**src/pin_select_pkg.sv**
```systemverilog
package pin_select_pkg;
  // ---------------------------------------------------------------
  // register indices (byte address is four times the index)
  // ---------------------------------------------------------------
  localparam logic [9:0] three_phase_control_idx = 10'h348;
  localparam logic [9:0] serial2_mode_idx = 10'h378;
  localparam logic [9:0] serial2_control0_idx = 10'h37c;
  localparam logic [9:0] timer_trigger_select_idx = 10'h383;
  localparam logic [9:0] timer_updown_flags_idx = 10'h384;
  localparam logic [9:0] timer_a1_mode_idx = 10'h397;
  localparam logic [9:0] timer_a2_mode_idx = 10'h398;
  localparam logic [9:0] port7_direction_idx = 10'h3ef;
  localparam logic [9:0] pullup_control_idx = 10'h3fd;
  localparam logic [9:0] port7_data_idx = 10'h3ed;
  localparam logic [9:0] pin_function_status_idx = 10'h3ec;
  // ---------------------------------------------------------------
  // reset values
  // ---------------------------------------------------------------
  localparam logic [7:0] reg_reset_value = 8'h00;
  // ---------------------------------------------------------------
  // field positions
  // ---------------------------------------------------------------
  localparam int three_phase_mode_bit = 2;
  localparam int serial_mode_lsb = 0;
  localparam int serial_ext_clock_bit = 3;
  localparam int flow_disable_bit = 4;
  localparam int flow_select_bit = 2;
  localparam int a1_trigger_bit1 = 1;
  localparam int a1_trigger_bit0 = 0;
  localparam int a2_two_phase_bit = 5;
  localparam int timer_mode_bit4 = 4;
  localparam int timer_mode_bit2 = 2;
  localparam int pin4_bit = 4;
  localparam int pin3_bit = 3;
  localparam int pin2_bit = 2;
  localparam int pullup_p74_p77_bit = 7;
  localparam int pullup_p70_p73_bit = 6;
  // serial mode field: 000 disabled, 001 clock synchronous
  localparam logic [2:0] serial_mode_off = 3'h0;
  localparam logic [2:0] serial_mode_clock_sync = 3'h1;
  // ---------------------------------------------------------------
  // pin function, reported per pin in the status register
  // ---------------------------------------------------------------
  typedef enum logic [2:0] {
    fn_port_in,
    fn_port_out,
    fn_periph_in,
    fn_periph_out,
    fn_motor_out
  } pin_fn_t;
endpackage

```
**src/port7_upper_pin_function_select.sv**
```systemverilog
// Decided for this implementation: the APB slave port.
`timescale 1ns/100ps
`default_nettype none
// Function
// - bit4 input is timer A2 up/down polarity
// - bit4 input is timer A2 two-phase pulse
// - no A2 pulse output during two-phase
// - bit3 input is timer A1 gate level
// - bit2 receives serial2 clock when external
// - bit2 drives serial2 clock when internal
// - serial2 pin functions need serial enabled
// - bit4 plain port input without pull-up
// - bit4 port input pull-up from bit7
module port7_upper_pin_function_select
  import pin_select_pkg::*;
(
  input wire logic core_clk, // system clock
  input wire logic rst, // synchronous reset, high
  input wire logic psel, // apb select
  input wire logic penable, // apb enable
  input wire logic pwrite, // apb direction
  input wire logic [11:0] paddr, // apb byte address
  input wire logic [31:0] pwdata, // apb write data
  output logic [31:0] prdata, // apb read data
  output logic pready, // apb ready
  output logic pslverr, // apb error
  input wire logic port7_bit4_pin_in, // pin level
  output logic port7_bit4_pin_out, // pin drive value
  output logic port7_bit4_pin_oe, // pin drive enable
  output logic port7_bit4_pin_pullup, // pull-up enable
  input wire logic port7_bit3_pin_in, // pin level
  output logic port7_bit3_pin_out, // pin drive value
  output logic port7_bit3_pin_oe, // pin drive enable
  output logic port7_bit3_pin_pullup, // pull-up enable
  input wire logic port7_bit2_pin_in, // pin level
  output logic port7_bit2_pin_out, // pin drive value
  output logic port7_bit2_pin_oe, // pin drive enable
  output logic port7_bit2_pin_pullup, // pull-up enable
  input wire logic timer_a2_pulse, // timer A2 pulse output
  input wire logic timer_a1_pulse, // timer A1 pulse output
  input wire logic serial2_clock_out, // internal serial clock
  input wire logic request_to_send_out, // flow-control output
  input wire logic motor_w_phase, // third motor phase
  input wire logic motor_v_phase, // second motor phase
  output logic timer_a2_output_pin, // A2 up/down or two-phase in
  output logic timer_a1_input_pin, // A1 gate level in
  output logic timer_a1_output_pin, // A1 up/down polarity in
  output logic serial2_clock_pin, // external serial clock in
  output logic clear_to_send_in // flow-control input
);

  function automatic logic [11:0] byte_addr(input logic [9:0] idx);
    byte_addr = {idx, 2'b00};
  endfunction

  // -------------------------------------------------------------
  // registers
  // -------------------------------------------------------------
  logic [7:0] three_phase_control_reg;
  logic [7:0] serial2_mode_reg;
  logic [7:0] serial2_control0_reg;
  logic [7:0] timer_trigger_select_reg;
  logic [7:0] timer_updown_flags_reg;
  logic [7:0] timer_a1_mode_reg;
  logic [7:0] timer_a2_mode_reg;
  logic [7:0] port7_direction_reg;
  logic [7:0] pullup_control_reg;
  logic [7:0] port7_data_reg;
  logic [2:0] sync1_reg;
  logic [2:0] sync2_reg;

  // -------------------------------------------------------------
  // apb decode
  // -------------------------------------------------------------
  wire logic setup_phase = psel && !penable;
  wire logic write_done = psel && penable && pready && pwrite;
  wire logic hit_tp = paddr == byte_addr(three_phase_control_idx);
  wire logic hit_sm = paddr == byte_addr(serial2_mode_idx);
  wire logic hit_sc = paddr == byte_addr(serial2_control0_idx);
  wire logic hit_ts = paddr == byte_addr(timer_trigger_select_idx);
  wire logic hit_ud = paddr == byte_addr(timer_updown_flags_idx);
  wire logic hit_a1 = paddr == byte_addr(timer_a1_mode_idx);
  wire logic hit_a2 = paddr == byte_addr(timer_a2_mode_idx);
  wire logic hit_dir = paddr == byte_addr(port7_direction_idx);
  wire logic hit_pu = paddr == byte_addr(pullup_control_idx);
  wire logic hit_dat = paddr == byte_addr(port7_data_idx);
  wire logic hit_st = paddr == byte_addr(pin_function_status_idx);
  wire logic hit_any = hit_tp || hit_sm || hit_sc || hit_ts || hit_ud ||
    hit_a1 || hit_a2 || hit_dir || hit_pu || hit_dat || hit_st;

  // -------------------------------------------------------------
  // selection terms
  // -------------------------------------------------------------
  wire logic three_phase = three_phase_control_reg[three_phase_mode_bit];
  wire logic [2:0] serial_mode = serial2_mode_reg[serial_mode_lsb +: 3];
  wire logic serial_on = serial_mode != serial_mode_off;
  wire logic clock_sync = serial_mode == serial_mode_clock_sync;
  wire logic ext_clock = serial2_mode_reg[serial_ext_clock_bit];
  wire logic flow_dis = serial2_control0_reg[flow_disable_bit];
  wire logic flow_sel = serial2_control0_reg[flow_select_bit];
  wire logic a2_two_phase = timer_updown_flags_reg[a2_two_phase_bit];
  wire logic a2_m4 = timer_a2_mode_reg[timer_mode_bit4];
  wire logic a2_m2 = timer_a2_mode_reg[timer_mode_bit2];
  wire logic a1_m4 = timer_a1_mode_reg[timer_mode_bit4];
  wire logic a1_m2 = timer_a1_mode_reg[timer_mode_bit2];
  wire logic a1_trig_none = !timer_trigger_select_reg[a1_trigger_bit1] &&
    !timer_trigger_select_reg[a1_trigger_bit0];
  wire logic dir4 = port7_direction_reg[pin4_bit];
  wire logic dir3 = port7_direction_reg[pin3_bit];
  wire logic dir2 = port7_direction_reg[pin2_bit];
  wire logic pu_hi = pullup_control_reg[pullup_p74_p77_bit];
  wire logic pu_lo = pullup_control_reg[pullup_p70_p73_bit];

  // pin 4: motor phase, then A2 pulse out, then port
  // the pulse output is withheld while two-phase counting is on
  wire logic p4_motor = three_phase;
  wire logic p4_pulse = !three_phase && a2_m2 && !a2_two_phase;
  wire logic p4_port_out = !three_phase && !a2_m2 && dir4;
  wire logic p4_input = !p4_motor && !p4_pulse && !p4_port_out;
  wire logic p4_timer_in = p4_input && !dir4 && a2_m4 && !a2_m2;
  wire logic p4_updown = p4_timer_in && !a2_two_phase;
  wire logic p4_twophase = p4_timer_in && a2_two_phase;
  wire logic p4_pull = p4_input && pu_hi;

  // pin 3: motor phase, then request-to-send, then port
  wire logic p3_motor = three_phase;
  wire logic p3_rts = !three_phase && serial_on && !flow_dis && flow_sel;
  wire logic p3_port_out = !p3_motor && !p3_rts && dir3;
  wire logic p3_input = !p3_motor && !p3_rts && !dir3;
  wire logic p3_cts = p3_input && serial_on && !flow_dis && !flow_sel;
  wire logic p3_gate = p3_input && a1_trig_none && a1_m4;
  wire logic p3_pull = p3_input && pu_lo;

  // pin 2: motor phase, serial clock out, A1 pulse out, then port
  // the serial clock only exists in clock-synchronous mode
  wire logic clk_pin_ok = !three_phase && serial_on && clock_sync && !pu_lo;
  wire logic p2_motor = three_phase;
  wire logic p2_clk_out = clk_pin_ok && !ext_clock;
  wire logic p2_pulse = !three_phase && !p2_clk_out && a1_m2;
  wire logic p2_port_out = !three_phase && !p2_clk_out && !a1_m2 && dir2;
  wire logic p2_input = !p2_motor && !p2_clk_out && !p2_pulse && !dir2;
  wire logic p2_clk_in = p2_input && clk_pin_ok && ext_clock;
  wire logic p2_updown = p2_input && a1_m4;
  wire logic p2_pull = p2_input && pu_lo;

  wire logic p4_oe = !p4_input;
  wire logic p3_oe = !p3_input;
  wire logic p2_oe = !p2_input;
  wire logic p4_drive = p4_motor ? motor_w_phase :
    p4_pulse ? timer_a2_pulse : port7_data_reg[pin4_bit];
  wire logic p3_drive = p3_motor ? motor_v_phase :
    p3_rts ? request_to_send_out : port7_data_reg[pin3_bit];
  wire logic p2_drive = p2_motor ? motor_v_phase :
    p2_clk_out ? serial2_clock_out :
    p2_pulse ? timer_a1_pulse : port7_data_reg[pin2_bit];

  // -------------------------------------------------------------
  // status readback
  // -------------------------------------------------------------
  function automatic pin_fn_t pin_fn(input logic motor, input logic po,
                                     input logic periph_out,
                                     input logic periph_in);
    if (motor) begin
      pin_fn = fn_motor_out;
    end else if (periph_out) begin
      pin_fn = fn_periph_out;
    end else if (po) begin
      pin_fn = fn_port_out;
    end else if (periph_in) begin
      pin_fn = fn_periph_in;
    end else begin
      pin_fn = fn_port_in;
    end
  endfunction

  wire pin_fn_t fn4 = pin_fn(p4_motor, p4_port_out, p4_pulse, p4_timer_in);
  wire pin_fn_t fn3 = pin_fn(p3_motor, p3_port_out, p3_rts,
                             p3_cts || p3_gate);
  wire pin_fn_t fn2 = pin_fn(p2_motor, p2_port_out,
                             p2_clk_out || p2_pulse, p2_clk_in || p2_updown);
  wire logic [7:0] data_rd = {port7_data_reg[7:5], sync2_reg,
                              port7_data_reg[1:0]};
  wire logic [31:0] rd_mux =
    hit_tp ? {24'h0, three_phase_control_reg} :
    hit_sm ? {24'h0, serial2_mode_reg} :
    hit_sc ? {24'h0, serial2_control0_reg} :
    hit_ts ? {24'h0, timer_trigger_select_reg} :
    hit_ud ? {24'h0, timer_updown_flags_reg} :
    hit_a1 ? {24'h0, timer_a1_mode_reg} :
    hit_a2 ? {24'h0, timer_a2_mode_reg} :
    hit_dir ? {24'h0, port7_direction_reg} :
    hit_pu ? {24'h0, pullup_control_reg} :
    hit_dat ? {24'h0, data_rd} :
    hit_st ? {23'h0, fn4, fn3, fn2} : 32'h0;

  // -------------------------------------------------------------
  // bus response: one access cycle, answered from the setup cycle
  // -------------------------------------------------------------
  always_ff @(posedge core_clk) begin
    if (rst) begin
      pready <= 1'b0;
      pslverr <= 1'b0;
      prdata <= 32'h0;
    end else begin
      pready <= setup_phase;
      pslverr <= setup_phase && !hit_any;
      prdata <= (setup_phase && !pwrite) ? rd_mux : 32'h0;
    end
  end

  always_ff @(posedge core_clk) begin
    if (rst) begin
      three_phase_control_reg <= reg_reset_value;
      serial2_mode_reg <= reg_reset_value;
      serial2_control0_reg <= reg_reset_value;
      timer_trigger_select_reg <= reg_reset_value;
      timer_updown_flags_reg <= reg_reset_value;
      timer_a1_mode_reg <= reg_reset_value;
      timer_a2_mode_reg <= reg_reset_value;
      port7_direction_reg <= reg_reset_value;
      pullup_control_reg <= reg_reset_value;
      port7_data_reg <= reg_reset_value;
    end else if (write_done) begin
      if (hit_tp) three_phase_control_reg <= pwdata[7:0];
      if (hit_sm) serial2_mode_reg <= pwdata[7:0];
      if (hit_sc) serial2_control0_reg <= pwdata[7:0];
      if (hit_ts) timer_trigger_select_reg <= pwdata[7:0];
      if (hit_ud) timer_updown_flags_reg <= pwdata[7:0];
      if (hit_a1) timer_a1_mode_reg <= pwdata[7:0];
      if (hit_a2) timer_a2_mode_reg <= pwdata[7:0];
      if (hit_dir) port7_direction_reg <= pwdata[7:0];
      if (hit_pu) pullup_control_reg <= pwdata[7:0];
      if (hit_dat) port7_data_reg <= pwdata[7:0];
    end
  end

  // -------------------------------------------------------------
  // pins: inputs synchronised, outputs registered
  // -------------------------------------------------------------
  always_ff @(posedge core_clk) begin
    if (rst) begin
      sync1_reg <= 3'h0;
      sync2_reg <= 3'h0;
    end else begin
      sync1_reg <= {port7_bit4_pin_in, port7_bit3_pin_in,
                    port7_bit2_pin_in};
      sync2_reg <= sync1_reg;
    end
  end

  // a function input reads low while its pin is not selected,
  // so a stray pin level never reaches an idle timer or channel
  always_ff @(posedge core_clk) begin
    if (rst) begin
      port7_bit4_pin_out <= 1'b0;
      port7_bit4_pin_oe <= 1'b0;
      port7_bit4_pin_pullup <= 1'b0;
      port7_bit3_pin_out <= 1'b0;
      port7_bit3_pin_oe <= 1'b0;
      port7_bit3_pin_pullup <= 1'b0;
      port7_bit2_pin_out <= 1'b0;
      port7_bit2_pin_oe <= 1'b0;
      port7_bit2_pin_pullup <= 1'b0;
      timer_a2_output_pin <= 1'b0;
      timer_a1_input_pin <= 1'b0;
      timer_a1_output_pin <= 1'b0;
      serial2_clock_pin <= 1'b0;
      clear_to_send_in <= 1'b0;
    end else begin
      port7_bit4_pin_out <= p4_drive;
      port7_bit4_pin_oe <= p4_oe;
      port7_bit4_pin_pullup <= p4_pull;
      port7_bit3_pin_out <= p3_drive;
      port7_bit3_pin_oe <= p3_oe;
      port7_bit3_pin_pullup <= p3_pull;
      port7_bit2_pin_out <= p2_drive;
      port7_bit2_pin_oe <= p2_oe;
      port7_bit2_pin_pullup <= p2_pull;
      timer_a2_output_pin <= (p4_updown || p4_twophase) && sync2_reg[2];
      timer_a1_input_pin <= p3_gate && sync2_reg[1];
      timer_a1_output_pin <= p2_updown && sync2_reg[0];
      serial2_clock_pin <= p2_clk_in && sync2_reg[0];
      clear_to_send_in <= p3_cts && sync2_reg[1];
    end
  end
endmodule
`default_nettype wire

```
**config.mk**
```make
export PLATFORM = sky130hd
export DESIGN_NAME = port7_upper_pin_function_select
export DESIGN_NICKNAME = d
export VERILOG_FILES = /design/src/pin_select_pkg.sv /design/src/port7_upper_pin_function_select.sv
export SDC_FILE = /design/constraint.sdc
export NUM_CORES = 1
export LEC_CHECK = 0
export ABC_AREA = 1
export BUFFER_PORTS_ARGS = -buffer_cell sky130_fd_sc_hd__buf_2
export CAP_MARGIN = 10
export CORE_ASPECT_RATIO = 2
export CORE_MARGIN = 2
export CORE_UTILIZATION = 51
export CTS_BUF_LIST = sky130_fd_sc_hd__clkbuf_8
export DETAILED_ROUTE_END_ITERATION = 7
export PLACE_DENSITY = 0.87
export SYNTH_ARGS = -nofsm -noshare
export SYNTH_HDL_FRONTEND = slang
export SYNTH_SLANG_ARGS = --single-unit
export TNS_END_PERCENT = 5
```
**constraint.sdc**
```tcl
create_clock -name core_clk -period 1.53 [get_ports core_clk]
set_input_delay 0.0765 -clock core_clk [delete_from_list [all_inputs] [get_ports core_clk]]
set_output_delay 0.0765 -clock core_clk [all_outputs]
set_load 0.05 [all_outputs]
```
; After elaboration in Yosys (flattened, before gate mapping)
; Index checks and enable logic that the tools add are counted.
[op_classes]
eq_ne = 12
mux = 30
n_bitwise = 2
reduce_logical = 101
[ops]
columns = cell, n
row1 = 12-bit == test (second input constant), 11
row2 = 8-bit two-way mux, 11
row3 = 1-bit logical AND, 49
row4 = 1-bit logical NOT, 24
row5 = 2-bit AND reduction, 10
row6 = 2-bit two-way mux, 9
row7 = 1-bit logical OR, 14
row8 = 13-bit OR reduction, 1
row9 = 12-bit OR reduction, 1
row10 = 3-bit two-way mux, 3
row11 = 1-bit two-way mux, 7
row12 = 3-bit by 1-bit == test with 1-bit output (second input constant), 1
row13 = 3-bit nonzero test, 1
row14 = 1-bit NOT, 2
row15 = 2-bit OR reduction, 1
[totals]
ff_bits = 134
input_bits = 58

; Logic depth before layout (Yosys ltp)
[depth]
word_depth = 29
depth_mapped = 16
mapped_depth_nobuf = 16

; Worst setup path after synthesis
; No wires, ideal clock.
[synth_path]
path_type = register to register
startpoint = register pready
endpoint = register serial2_mode_reg[5]
t_arrival_ps = 1781
t_required_ps = 1402
setup_slack_ps = -379
path_stages_with_launch = 7
cell_sequence = dfxtp_1 -> nand4_2 -> inv_1 -> nand4_1 -> clkbuf_1 -> o21ai_0 -> a21oi_1
[synth_via]
elab_chain_cells = 3
[synth_rtl]
columns = element, line
row1 = "start, declared", port7_upper_pin_function_select.sv:25  ; output logic pready,
row2 = "start signal, assigned", port7_upper_pin_function_select.sv:205  ; pready <= setup_phase;
row3 = 1-bit logical AND (2 in series), port7_upper_pin_function_select.sv:76  ; wire logic write_done = psel && penable && pready && pwrite;
row4 = 2-bit AND reduction (no source line), -
row5 = "end signal, assigned", port7_upper_pin_function_select.sv:214  ; serial2_mode_reg <= reg_reset_value;
row6 = "end signal, assigned", port7_upper_pin_function_select.sv:225  ; if (hit_sm) serial2_mode_reg <= pwdata[7:0];
row7 = "end, declared", port7_upper_pin_function_select.sv:60  ; logic [7:0] serial2_mode_reg;
; Every way passes these cells.
; A chain may end at the register's enable or synchronous reset.

; Worst setup path in the final report
[layout_path]
startpoint = register three_phase_control_reg[2]
endpoint = register prdata[1]
[layout_via]
elab_chain_cells = 29
word_cells_on_any_way = 33
[layout_rtl]
columns = element, line
row1 = "start, declared", port7_upper_pin_function_select.sv:59  ; logic [7:0] three_phase_control_reg;
row2 = "start signal, assigned", port7_upper_pin_function_select.sv:213  ; three_phase_control_reg <= reg_reset_value;
row3 = "start signal, assigned", port7_upper_pin_function_select.sv:224  ; if (hit_tp) three_phase_control_reg <= pwdata[7:0];
row4 = 1-bit logical NOT, -
row5 = 1-bit logical AND (3 in series), port7_upper_pin_function_select.sv:136  ; wire logic clk_pin_ok = !three_phase && serial_on && clock_sync && !pu_lo;
row6 = 1-bit logical AND, port7_upper_pin_function_select.sv:138  ; wire logic p2_clk_out = clk_pin_ok && !ext_clock;
row7 = 1-bit logical NOT, "port7_upper_pin_function_select.sv:139, port7_upper_pin_function_select.sv:140, port7_upper_pin_function_select.sv:141"
row8 = 1-bit logical AND, "port7_upper_pin_function_select.sv:139, port7_upper_pin_function_select.sv:140, port7_upper_pin_function_select.sv:141"
row9 = 1-bit logical AND, port7_upper_pin_function_select.sv:139  ; wire logic p2_pulse = !three_phase && !p2_clk_out && a1_m2;
row10 = 1-bit logical NOT, port7_upper_pin_function_select.sv:141  ; wire logic p2_input = !p2_motor && !p2_clk_out && !p2_pulse && !dir2;
row11 = 1-bit logical AND (2 in series), port7_upper_pin_function_select.sv:141
row12 = [10 not listed], -
row13 = 8-bit two-way mux *, port7_upper_pin_function_select.sv:191  ; hit_dir ? {24'h0, port7_direction_reg} :
row14 = 8-bit two-way mux *, port7_upper_pin_function_select.sv:190  ; hit_a2 ? {24'h0, timer_a2_mode_reg} :
row15 = 8-bit two-way mux *, port7_upper_pin_function_select.sv:189  ; hit_a1 ? {24'h0, timer_a1_mode_reg} :
row16 = 8-bit two-way mux *, port7_upper_pin_function_select.sv:188  ; hit_ud ? {24'h0, timer_updown_flags_reg} :
row17 = 8-bit two-way mux *, port7_upper_pin_function_select.sv:187  ; hit_ts ? {24'h0, timer_trigger_select_reg} :
row18 = 8-bit two-way mux *, port7_upper_pin_function_select.sv:186  ; hit_sc ? {24'h0, serial2_control0_reg} :
row19 = 8-bit two-way mux *, port7_upper_pin_function_select.sv:185  ; hit_sm ? {24'h0, serial2_mode_reg} :
row20 = 8-bit two-way mux *, port7_upper_pin_function_select.sv:184  ; hit_tp ? {24'h0, three_phase_control_reg} :
row21 = "end signal, assigned", port7_upper_pin_function_select.sv:207  ; prdata <= (setup_phase && !pwrite) ? rd_mux : 32'h0;
row22 = "end, declared", port7_upper_pin_function_select.sv:24  ; output logic [31:0] prdata,
; Mark *: on every way between the ends. The rest lies on a longest branch, timed or not.

==> flow_summary.toml <==
[critical_path]
worstPathMaxFanout = 3
startpoint_type = "flop"
critPathKind = "reg2reg"
r2r-end = "prdata[1]"
worstSetupEndpointType = "flop"
rr_worst_depth = 13
startpoint = "three_phase_control_reg[2]"
cp.required_ns = 1.83
r2r_start = "three_phase_control_reg[2]"
r2r_slack_ns = -0.12
arrival_ns = 1.95

[layout]
nets = 880
drive_above_1_share_pct = 25.51
syn2layout_area_growth_pct = 26.45
seqCellArea_um2 = 2228
top_register = "prdata"
num_antenna_cells = 0
multi_input_area_um2 = 2247
largest_register_ff_count = 9
finalInstanceArea_um2 = 6364
num-fill-cells = 900
utilization_pct = 65.61

[yosys]
synth.area.top_cells = "dfxtp_1 (44%), o21ai_0 (8.8%), a21oi_1 (8.3%), inv_1 (7.4%), nor2_1 (4.8%)"
synth_seq_cells = 111
yosysTopAreaCellShare_pct = 44.16
yosys.cell_count.top_type = "dfxtp_1"
synth.avg_cell_area_um2 = 7.411
ys_top_cells_by_count = "dfxtp_1 (111), inv_1 (99), o21ai_0 (88)"
synth_largest_area_cell = "dfxtp_1"
syn-instance-count = 679
ys.flop_type = "dfxtp_1"
yosys.cell_types.count = 40
async_flop_share_pct = 0
synth_area_um2 = 5032
ys_seq_area_share_pct = 44.16
synth_edf_count = 0
synth_warnings = 0

[routing]
routed.top_layer = "met4"
wl_met1_mm = 5.696
wl_per_cell_um = 17.20
drt-initial-drc-count = 351
dr.pass1.iters = 5
drc = 0
avgViaCountPerCell = 5.373
vias = 5153
wl_met2_mm = 8.537
dr_wl_met3_um = 918
wirelength_mm = 16.50
postRouteAntennaNets = 0

[clock_tree]
clock_latency_ns = 0.40
htree_levels = 3
cts_buffer_depth = 2
cts_buffers = 9
clock-sinks = 111
clockRootBuffer = "clkbuf_8"
cts_tree = "yes"
clkTransAtPathRegs_ns = 0.11

[timing]
fin_crit_sh_pct = 107.6
finalSetupViolCount = 4
skew_ns = 0.01011
hold_violations = 0
tns_ns = -0.3090
clock.fmax_mhz = 607.2
period_needed_ns = 1.647
finalWorstSetupSlack_ns = -0.1169
rsz0062_at_grt = "yes"
drv_slew = 0

[min_path]
min-delay-start = "motor_w_phase"
whs_path_depth = 5
hold_class = "in2reg"
hold_end = "port7_bit4_pin_out"

[flow_run]
maxCapViolCount = 0

[power_and_ir_drop]
p_sw_share_pct = 27.39
p_leak_nw = 2.844
seq_power_share_pct = 56.8
p_per_area_nw_per_um2 = 802.5
finalPower_mw = 5.107
pwr-share-clk_pct = 35.3
peakVddDrop_mv = 0.5501
p_int_mw = 3.708
power_switching_mw = 1.399
p_comb_share_pct = 7.9

[placement]
dpl.hpwl_mm = 12.56
io_buffers = 58
pre_cts_ws_ns = -0.1944
gp_congestion = 1.024
placed_area_um2 = 6058

[global_routing]
antenna_found_initial = 0
grt_pass1_wl_mm = 25.11
overflow = 0
grt_max_degree = 42
grt_pass1_vias = 4915
track_usage_pct = 32.03

[die]
core_region_area_um2 = 9699
initial_utilization_pct = 51.88
io_pins = 106
die_h_um = 144.5
dieWidth_um = 74.24
die_area_um2 = 10730
row_count = 51

[outcome]
outcome = "finished with violations"
failed_checks = "negative setup slack"
-- kinds of logic (layout without fill, tap and decap cells) --
group | after synthesis | count (layout) | synth area share [%]
DFF | 111 | 111 | 44.16
AOI/OAI and AO/OA | 213 | 213 | 22.85
muxes | 2 | 2 | 0.4227
and+or+nand+nor | 197 | 197 | 18.92
buffers and inverters | 155 | 281 | 13.58
other | 1 | 23 | 0.07452
-- what timing repair did --
action,4_1_cts,5_1_grt
setup endpoints to repair,5,10
pin swaps,7,6
setup buffers,3,0
resized for setup,13,2
hold endpoints to repair,4,0
hold buffers,5,0
-- stage by stage --
step                      instances  hold WS, ns
after floorplan                 701       0.1835
after global placement          935       0.2782
after detailed placement        935       0.2834
after CTS                       959    0.0002988
after global routing            959      0.03499
final                           959    0.0006333
-- cell usage in the layout (no fill, tap or decap), drive strengths merged, types with 3 or more instances in the layout --
master	Yosys	routed
a211oi	19	19
a21oi	84	84
buf	33	154
clkbuf	16	11
conb	1	23
dfxtp	111	111
dlygate4sd3	0	5
inv	105	109
nand2	67	67
nand3	19	19
nand3b	3	3
nand4	19	19
nor2	72	72
nor3	11	11
o21ai	99	99
o22ai	3	3
-- routing by layer --
metal,vias up,GRT usage (%)
li1,2489,-
met1,2345,32.62
met2,228,56.67
met3,91,5.157
met4,0,23.40
met5,-,0
-- worst max-delay path by stage --
stage	slack, ns	end
finish	-0.12	prdata[1]
global route	-0.20	prdata[1]
CTS	-0.07	prdata[1]
detailed placement	-0.19	prdata[7]
global placement	-0.19	prdata[3]
floorplan	0.01	serial2_mode_reg[5]
-- critical path, cell delays in order (launching register included) --
cell and delay (ns):
dfxtp_2 0.34, buf_6 0.11, nor2_4 0.08, nand4_1 0.17, nand3_2 0.15, nor2_2 0.05
o21ai_1 0.07, nand2_1 0.08, nand2_2 0.09, nand2_1 0.06, nand2_1 0.07, nand4_1 0.13
nand2_1 0.09, a21oi_1 0.05
-- layout make-up --
class	instances	share of cell area (%)
timing repair buffer	159	17.72
inverter	106	6.252
tap	132	2.595
clock buffer	11	2.379
multi-input combinational	435	35.31
clock inverter	5	0.7275
sequential	111	35.02
-- power by group through the flow --
stage	combinational, mW	clock (mW)	sequential [mW]
6_report	0.403	1.80	2.90
5_1_grt	0.431	1.91	2.90
4_1_cts	0.397	1.80	2.90
3_5_place_dp	0.386	0	2.97
3_3_place_gp	0.383	0	2.97
2_1_floorplan	0.283	0	2.97
Power figures use the tool's default switching activity.
